[src/tgs_pkg.sv]
// Package with addresses, bit positions, reset values and carriers for the timer global sync block.
package tgs_pkg;

  // Special-function register addresses.
  localparam logic [7:0] TGS_ADDR_PULSE = 8'h95;
  localparam logic [7:0] TGS_ADDR_RCAP_LOW = 8'hCA;
  localparam logic [7:0] TGS_ADDR_RCAP_HIGH = 8'hCB;
  localparam logic [7:0] TGS_ADDR_COUNT_LOW = 8'hCC;
  localparam logic [7:0] TGS_ADDR_COUNT_HIGH = 8'hCD;

  // Register pages that select the three pulse registers and the Timer 3 bytes.
  localparam logic [3:0] TGS_PAGE_RUN_START = 4'h1;
  localparam logic [3:0] TGS_PAGE_RELOAD = 4'h2;
  localparam logic [3:0] TGS_PAGE_STOP = 4'h3;
  localparam logic [3:0] TGS_PAGE_TIMER3 = 4'h1;

  // Bit positions inside each pulse register.
  localparam int TGS_BIT_TIMER0 = 0;
  localparam int TGS_BIT_TIMER1 = 1;
  localparam int TGS_BIT_TIMER2 = 2;
  localparam int TGS_BIT_TIMER3 = 3;
  localparam int TGS_BIT_TIMER2_LOW = 5;
  localparam int TGS_BIT_TIMER3_LOW = 6;

  // Writable bit mask; bits 7 and 4 are reserved.
  localparam logic [7:0] TGS_PULSE_MASK = 8'h6F;

  // Reset values.
  localparam logic [7:0] TGS_RESET_BYTE = 8'h00;
  localparam logic [3:0] TGS_RESET_RUN = 4'h0;
  localparam logic [1:0] TGS_RESET_RUN_LOW = 2'h0;

  // Timer mode code that selects capture mode.
  localparam logic [2:0] TGS_MODE_CAPTURE = 3'b010;

  // Register bus request as seen by the block.
  typedef struct packed {
    logic       wr;
    logic       rd;
    logic [3:0] page;
    logic [7:0] addr;
    logic [7:0] wdata;
  } tgs_bus_t;

  // Hardware run-flag updates from the timers: set and clear requests.
  typedef struct packed {
    logic [3:0] run_set;
    logic [3:0] run_clr;
    logic [1:0] low_set;
    logic [1:0] low_clr;
  } tgs_hw_run_t;

  // Forced reload strobes to each timer half.
  typedef struct packed {
    logic [3:0] full;
    logic [1:0] low;
  } tgs_reload_t;

  // Timer 3 count and reload bytes.
  typedef struct packed {
    logic [7:0] count_low;
    logic [7:0] count_high;
    logic [7:0] rcap_low;
    logic [7:0] rcap_high;
  } tgs_t3_regs_t;

endpackage : tgs_pkg

[src/tgs_pulse_decode.sv]
// Decoder that turns one bus write into the self-clearing pulse strobes of the three pulse registers.
`timescale 1ns/100ps
module tgs_pulse_decode
  import tgs_pkg::*;
(
  // Register bus request.
  input wire tgs_bus_t i_bus,
  // Pulses for run start, forced reload and stop.
  output logic [7:0] o_start,
  output logic [7:0] o_reload,
  output logic [7:0] o_stop
);

  // Shared address match; the page picks which pulse register is meant.
  function automatic logic hit(input tgs_bus_t b, input logic [3:0] page);
    hit = b.wr && (b.addr == TGS_ADDR_PULSE) && (b.page == page);
  endfunction : hit

  // Only the written cycle carries a one; reserved bits are masked off.
  always_comb
  begin
    o_start = hit(i_bus, TGS_PAGE_RUN_START) ? (i_bus.wdata & TGS_PULSE_MASK) : 8'h00;
    o_reload = hit(i_bus, TGS_PAGE_RELOAD) ? (i_bus.wdata & TGS_PULSE_MASK) : 8'h00;
    o_stop = hit(i_bus, TGS_PAGE_STOP) ? (i_bus.wdata & TGS_PULSE_MASK) : 8'h00;
  end

endmodule : tgs_pulse_decode

[src/tgs_timer_global_sync.sv]
// Timer global sync block: pulse registers, run flags, forced reloads and Timer 3 bytes.
`timescale 1ns/100ps
// Function
// - Several start bits in one write start all chosen timers on one edge.
// - Every start bit clears itself after a written one; never held.
// - Start bits 6 and 5 set Timer 3 and Timer 2 low-half run flags in split.
// - Start bits 3 to 0 set run flags of Timers 3, 2, 1, 0.
// - Reload bits 6 and 5 force low-half reloads of Timers 3 and 2 in split.
// - Reload bits 3, 2 reload both bytes unsplit, high byte only when split.
// - Forced full reload of Timer 2 or 3 is ignored in capture mode.
// - Reload bits 1 and 0 force 16-bit reload of Timer 1 and Timer 0.
// - Reload and stop bits clear themselves; writing zero does nothing.
// - Stop bits 6 and 5 clear Timer 3 and Timer 2 low-half run flags in split.
// - Stop bits 3 to 0 clear run flags of Timers 3, 2, 1, 0.
// - Timer 3 count bytes at 0xCC and 0xCD on page 1, reset zero.
// - Timer 3 reload bytes at 0xCA and 0xCB on page 1, reset zero.
// - In Timer 3 split mode main run flag drives high byte only.
// - Mode code 010 is capture mode, where forced full reloads of Timers 2 and 3 are ignored.
module tgs_timer_global_sync
  import tgs_pkg::*;
(
  // Clock and reset.
  input wire logic i_clk,
  input wire logic i_reset_n,
  // Register bus.
  input wire tgs_bus_t i_bus,
  output logic [7:0] o_rdata,
  // Timer configuration from the timer mode logic.
  input wire logic [1:0] i_split,
  input wire logic [2:0] i_mode_timer2,
  input wire logic [2:0] i_mode_timer3,
  // Hardware run-flag updates and Timer 3 counter updates.
  input wire tgs_hw_run_t i_hw_run,
  input wire logic i_t3_count_load,
  input wire logic [15:0] i_t3_count_value,
  // Run flags and reload strobes to the timers.
  output logic [3:0] o_run_flag,
  output logic [1:0] o_run_flag_low,
  output logic o_t3_high_run,
  output tgs_reload_t o_reload,
  output tgs_t3_regs_t o_t3_regs
);

  // Whole state of the block.
  typedef struct packed {
    logic [3:0] run;
    logic [1:0] run_low;
    tgs_reload_t reload;
    tgs_t3_regs_t t3;
    logic [7:0] rdata;
    logic t3_high_run;
  } tgs_state_t;

  tgs_state_t state_q;
  tgs_state_t state_d;
  logic [7:0] start_pulse;
  logic [7:0] reload_pulse;
  logic [7:0] stop_pulse;
  logic [1:0] capture;

  // Pulses exist only for the written cycle, so no storage holds a level.
  tgs_pulse_decode tgs_pulse_decode_inst
  (
    .i_bus(i_bus),
    .o_start(start_pulse),
    .o_reload(reload_pulse),
    .o_stop(stop_pulse)
  );

  // Capture mode for Timers 2 and 3 blocks forced full reloads.
  assign capture[0] = (i_mode_timer2 == TGS_MODE_CAPTURE);
  assign capture[1] = (i_mode_timer3 == TGS_MODE_CAPTURE);

  // Next-state logic; software pulses are applied last so they win over hardware.
  always_comb
  begin
    state_d = state_q;
    state_d.run = (state_q.run | i_hw_run.run_set) & ~i_hw_run.run_clr;
    state_d.run_low = (state_q.run_low | i_hw_run.low_set) & ~i_hw_run.low_clr;
    // All selected flags change in the same edge since one write carries them all.
    for (int i = 0; i < 4; i++)
    begin
      if (start_pulse[i])
      begin
        state_d.run[i] = 1'b1;
      end
      if (stop_pulse[i])
      begin
        state_d.run[i] = 1'b0;
      end
    end
    // Low halves respond only while their timer is split.
    for (int j = 0; j < 2; j++)
    begin
      if (start_pulse[TGS_BIT_TIMER2_LOW + j] && i_split[j])
      begin
        state_d.run_low[j] = 1'b1;
      end
      if (stop_pulse[TGS_BIT_TIMER2_LOW + j] && i_split[j])
      begin
        state_d.run_low[j] = 1'b0;
      end
      state_d.reload.low[j] = reload_pulse[TGS_BIT_TIMER2_LOW + j] && i_split[j];
      state_d.reload.full[TGS_BIT_TIMER2 + j] = reload_pulse[TGS_BIT_TIMER2 + j] && !capture[j];
    end
    state_d.reload.full[TGS_BIT_TIMER0] = reload_pulse[TGS_BIT_TIMER0];
    state_d.reload.full[TGS_BIT_TIMER1] = reload_pulse[TGS_BIT_TIMER1];
    // In split mode the main flag only runs the high byte; otherwise it runs both.
    state_d.t3_high_run = state_d.run[TGS_BIT_TIMER3];
    // Timer 3 counter updates from the counting logic, then software writes on top.
    if (i_t3_count_load)
    begin
      state_d.t3.count_low = i_t3_count_value[7:0];
      state_d.t3.count_high = i_t3_count_value[15:8];
    end
    if (i_bus.wr && i_bus.page == TGS_PAGE_TIMER3)
    begin
      unique case (i_bus.addr)
        TGS_ADDR_COUNT_LOW: state_d.t3.count_low = i_bus.wdata;
        TGS_ADDR_COUNT_HIGH: state_d.t3.count_high = i_bus.wdata;
        TGS_ADDR_RCAP_LOW: state_d.t3.rcap_low = i_bus.wdata;
        TGS_ADDR_RCAP_HIGH: state_d.t3.rcap_high = i_bus.wdata;
        default: ;
      endcase
    end
    // Pulse registers always read zero because their bits never hold.
    state_d.rdata = TGS_RESET_BYTE;
    if (i_bus.rd && i_bus.page == TGS_PAGE_TIMER3)
    begin
      unique case (i_bus.addr)
        TGS_ADDR_COUNT_LOW: state_d.rdata = state_q.t3.count_low;
        TGS_ADDR_COUNT_HIGH: state_d.rdata = state_q.t3.count_high;
        TGS_ADDR_RCAP_LOW: state_d.rdata = state_q.t3.rcap_low;
        TGS_ADDR_RCAP_HIGH: state_d.rdata = state_q.t3.rcap_high;
        default: ;
      endcase
    end
  end

  // State register with synchronous reset to zero.
  always_ff @(posedge i_clk)
  begin
    if (!i_reset_n)
    begin
      state_q <= '0;
    end
    else
    begin
      state_q <= state_d;
    end
  end

  // Outputs come straight from the state flip-flops.
  assign o_rdata = state_q.rdata;
  assign o_run_flag = state_q.run;
  assign o_run_flag_low = state_q.run_low;
  assign o_t3_high_run = state_q.t3_high_run;
  assign o_reload = state_q.reload;
  assign o_t3_regs = state_q.t3;

endmodule : tgs_timer_global_sync

[config.mk]
export PLATFORM = sky130hd
export DESIGN_NAME = tgs_timer_global_sync
export DESIGN_NICKNAME = d
export VERILOG_FILES = /design/src/tgs_pkg.sv /design/src/tgs_pulse_decode.sv /design/src/tgs_timer_global_sync.sv
export SDC_FILE = /design/constraint.sdc
export NUM_CORES = 1
export LEC_CHECK = 0
export CAP_MARGIN = 20
export CORE_ASPECT_RATIO = 0.9
export CORE_MARGIN = 2
export CORE_UTILIZATION = 45
export DETAILED_ROUTE_END_ITERATION = 12
export DONT_BUFFER_PORTS = 1
export GPL_TIMING_DRIVEN = 0
export HOLD_SLACK_MARGIN = 0.08
export SETUP_SLACK_MARGIN = 0.05
export SYNTH_ARGS = -nofsm -noshare
export SYNTH_HDL_FRONTEND = slang
export SYNTH_SLANG_ARGS = --single-unit
[constraint.sdc]
create_clock -name i_clk -period 2.13 [get_ports i_clk]
set_input_delay 0.3195 -clock i_clk [delete_from_list [all_inputs] [get_ports i_clk]]
set_output_delay 0.3195 -clock i_clk [all_outputs]
set_load 0.02 [all_outputs]
==> Yosys cells after proc, flatten, opt, wreduce, memory -nomap -nowiden <==
Index checks and enable logic that the tools add are counted.
{ "totals": {"reg_bits": 52, "word_cells": 73} }
{ "op_classes": {"n_eq_ne": 10, "n_mux": 16, "bitwise": 7, "n_reduce_logical": 26} }
{ "op_table": {"columns": ["op", "n"], "rows": [
  ["$eq 8x8->1 const B", 5],
  ["$mux 32", 1],
  ["$mux 8", 4],
  ["$pmux 8 s4", 1],
  ["$mux 7", 3],
  ["$mux 16", 1],
  ["$logic_and 1x1->1", 14],
  ["$reduce_or 2->1", 6],
  ["$eq 4x2->1 const B", 2],
  ["$reduce_and 2->1", 4],
  ["$eq 3x2->1 const B", 2],
  ["$mux 1", 6],
  ["$and 4x4->4", 1],
  ["$eq 4x1->1 const B", 1],
  ["$not 4->4", 1],
  ["$or 4x4->4", 1],
  ["$and 2x2->2", 1],
  ["$logic_not 1->1", 2],
  ["$not 2->2", 1],
  ["$or 2x2->2", 1],
  ["$not 1->1", 1]
]} }

==> Longest topological paths before layout <==
{ "logic_depth": {"depth_word": 6, "depth_mapped": 6} }

==> Cells and area by module <==
Synthesis repeated with hierarchy kept, for this count alone.
{ "hier_totals": {"hier_cells": 288, "area_unflattened_um2": 2793.9} }
{ "by_module_without_submodules": {"columns": ["module", "instances", "cells_each", "area_each_um2"], "rows": [
  ["tgs_timer_global_sync", 1, 234, 2364.8],
  ["tgs_pulse_decode", 1, 54, 429.2]
]} }

==> Least setup slack after synthesis <==
No wires, ideal clock.
{ "synth_timing": {"path_type": "input to register", "startpoint": "input i_bus[8] (netlist name)", "endpoint": "register state_q (netlist bit o_t3_regs[12])", "setup_time_ps": 128, "arrival_ps": 1390, "required_time_ps": 2002, "path_slack_ps": 612, "path_stages": 5, "cell_sequence": "buf_2 > nor4bb_1 > nand4_2 > mux2i_1 > nor2_1"} }
{ "synth_via": {"elab_chain_cells": 2} }
{ "synth_rtl": {"columns": ["item", "line", "text"], "rows": [
  ["start: declaration", "tgs_timer_global_sync.sv:26", "input wire tgs_bus_t i_bus,"],
  ["$eq 8x8->1", "tgs_timer_global_sync.sv:118", "unique case (i_bus.addr)"],
  ["$reduce_and 2->1 (no source line)", null, null],
  ["end signal: assignment", "tgs_timer_global_sync.sv:149", "state_q <= state_d;"],
  ["end: declaration", "tgs_timer_global_sync.sv:54", "tgs_state_t state_q;"]
]} }
No other way between the ends.
A chain may end at the register's enable or synchronous reset.

==> Worst setup path in the final report <==
{ "layout_timing": {"startpoint": "input i_bus[8] (netlist name)", "endpoint": "register state_q (netlist bit o_t3_regs[14])"} }
Same word-level chain as after synthesis.

==> key figures <==
Clock tree
  • Reg clk slew, reported paths: around 0.09 ns
  • Total CTS buffers: 5
  • Clk sinks: 52
  • CTS tree: built
  • H-tree levels: 2
  • PostCTS Resize Cnt: 0
  • CTS max path bufs: 2
  • Root Driver: clkbuf_8
  • Worst-Skew Late Latency: approximately 0.31 ns
  • # hold bufs at CTS: 0
  • Post-CTS Setup Bufs: 0

Yosys
  • Asr flop ratio synth: 0
  • Synthesized flop and latch total: 52
  • EDFF count, synth: 0
  • Main synth FF type: dfxtp_1
  • Cell count after synthesis: 238
  • Syn. warnings: 0
  • Synth Cell Area: roughly 0.0024 mm^2
  • Syn nets: ~300
  • Syn avg cell area: 9.96 um^2
  • Number of distinct library cells after synthesis: 32
  • Sequential fraction of the synthesis area: 0.439

Power
  • Sw frac: 0.259
  • Sequential power share: 0.604
  • Worst vdd ir: roughly 330 uV
  • Pwr Density: slightly below 700 mW/mm^2
  • Comb power frac: 0.078
  • P_int: 1280 uW
  • Leakage: 0.00115 uW
  • Net Sw Power: ~450 uW
  • Clock power frac: 0.318
  • Overall power: 1730 uW

Global routing
  • Vias in the first global route: between 1500 and 2000
  • Total GRT Usage: 0.225
  • Antenna violations before repair: 0
  • Grt ovf: 0
  • Global-route wire length before repair: 9.64 mm
  • Largest net degree at the start of global routing: 15

Outcome
  • Status: finished, final reports clean

Worst setup path
  • CP Buf/Inv Count: 1
  • Max FO, Critical Path: 10
  • Worst-path cell chain: buf_2 > nor4bb_1 > nand4_2 > mux2i_1 > nor2_1
  • Slowest CP cell: nand4_2
  • Worst Path Class, Setup: primary input to flip-flop
  • Crit end category: flip-flop
  • Max incr delay on CP: between 0.4 and 0.5 ns
  • Req. time, crit path: roughly 2.3 ns
  • Worst setup SP type: primary input
  • Arrival @ worst endpoint: around 1.7 ns
  • Critical path's top delay family: simple AND/OR/NAND/NOR gates

Final layout
  • Diodes inserted: 0
  • Commonest cells after routing, fill and taps aside: 55 x nor2_1, 52 x dfxtp_1, 48 x mux2i_1
  • Layout cells sized above 1: 0.106
  • Final Cell Area: about 0.0025 mm^2
  • Fill count: between 500 and 600
  • Final nets: slightly above 300
  • Register area: roughly 0.0010 mm^2
  • Most common cell after layout, fill and taps aside: nor2_1
  • Area grow syn2layout: 6.81%
  • Multi-input logic area: between 0.001 and 0.0015 mm^2
  • Final std cells w/o fill: between 300 and 400

Detailed routing
  • Routed WL: 6.64 mm
  • Routed Antenna Nets: 0
  • Initial drt markers: 120
  • DR vias/cell: 5.86
  • # DRC: 0
  • WL per Instance: approximately 21 um
  • Via count: 1829
  • DR pass1 iterations: 4

Timing
  • Setup violation total in the final timing report: 0
  • RSZ-0062 raised after global routing: no
  • Final-report max-slew violation count: 0
  • Fmax: slightly below 700 MHz
  • Final Skew: approximately 0.0040 ns
  • Final worst setup slack: roughly 0.66 ns
  • Rel. slew slack: 0.593
  • Min cycle time layout: ~1.5 ns
  • Worst Max-Slew Pin Slew: between 0.6 and 0.7 ns
  • Setup TNS: 0 ns
  • Part of the cycle the worst path needs: 0.688
  • Final hold vios: 0

Placement
  • Place WS: roughly 0.34 ns
  • Placed Instances: 305
  • Post-DP HPWL: 4.69 mm
  • Placer Congestion: between 0.7 and 0.8
  • Port Buffer Count: 0
  • Dpl cell area: ~0.0025 mm^2

Floorplanning
  • Core ar.: 0.00516 mm^2
  • Row Count: 25
  • # IOs: around 110
  • Die area: between 0.005 and 0.006 mm^2
  • Chip Width: roughly 80 um
  • Die extent in y: around 73 um
  • Initial core utilization: 0.459

Worst hold path
  • Hold WC Path Type: primary input to flip-flop

Job
  • Max Cap Violations: 0
-- layer usage --
metal	wire length (um)	global-route usage
met5	0	0
met2	2800	0.315
met1	3100	0.315
met3	544	0.0767
met4	201	0.0960
-- state kept, by name, summed over array words and instances, names as in the netlist --
register	count
o_rdata	8
o_reload	6
o_run_flag	4
o_run_flag_low	2
o_t3_regs	32
-- worst register-to-register path: stages, from the launching register on --
cell and delay [ns]:
dfxtp_1 0.50, mux2i_1 0.20, o22a_1 0.23, nor2_1 0.07
-- Yosys cell counts, drive strengths merged, types with 4 or more instances --
| cell | instances | area (um^2) |
|---|---|---|
| a211oi | 20 | 165 |
| a21oi | 5 | 25.0 |
| and3 | 5 | 32.5 |
| buf | 9 | 60.1 |
| clkbuf | 5 | 18.8 |
| dfxtp | 52 | 1040 |
| mux2i | 48 | 480 |
| nand2 | 4 | 15.0 |
| nand4 | 5 | 56.3 |
| nor2 | 55 | 206 |
| o22a | 8 | 70.1 |
-- cells by family (layout without fill, tap and decap cells) --
group | Yosys count | after routing | synth area share
buffers and inverters | 15 | 22 | 0.0348
flip-flops | 52 | 52 | 0.439
AND/OR/NAND/NOR | 86 | 86 | 0.201
multiplexers | 48 | 48 | 0.203
AO/OA/AOI/OAI | 37 | 37 | 0.122
-- stage by stage --
step | util | hold WS, ns
global placement | 0.476 | 0.418
floorplan | - | 0.416
CTS | 0.491 | 0.0885
detailed placement | 0.476 | 0.421
finish | 0.491 | 0.0960
global route | 0.491 | 0.0880
-- worst paths after layout --
check	slack [ns]	endpoint	from	depth (start not counted)
worst min-delay path	0.1	o_run_flag[2]	i_bus[2]	1
worst max-delay path	0.66	o_t3_regs[14]	i_bus[8]	5
worst min register to register	0.64	o_t3_regs[12]	o_t3_regs[12]	2
worst max register to register	1.07	o_rdata[5]	o_t3_regs[21]	3
-- power by group through the flow --
stage	Clock [uW]	Sequential, uW	Combinational (uW)
2_1_floorplan	0	1060	108
3_3_place_gp	0	1070	133
3_5_place_dp	0	1070	134
4_1_cts	560	1050	135
5_1_grt	597	1050	146
6_report	550	1050	135
-- cell type report --
type	instances	share of cell area
Buffer	14	0.0311
Multi-Input combinational cell	171	0.493
Tap cell	67	0.0331
Sequential cell	52	0.411
Clock inverter	1	0.00198
Clock buffer	6	0.0287
Inverter	1	0.00148
No activity file was read; power rests on OpenSTA's default activity.
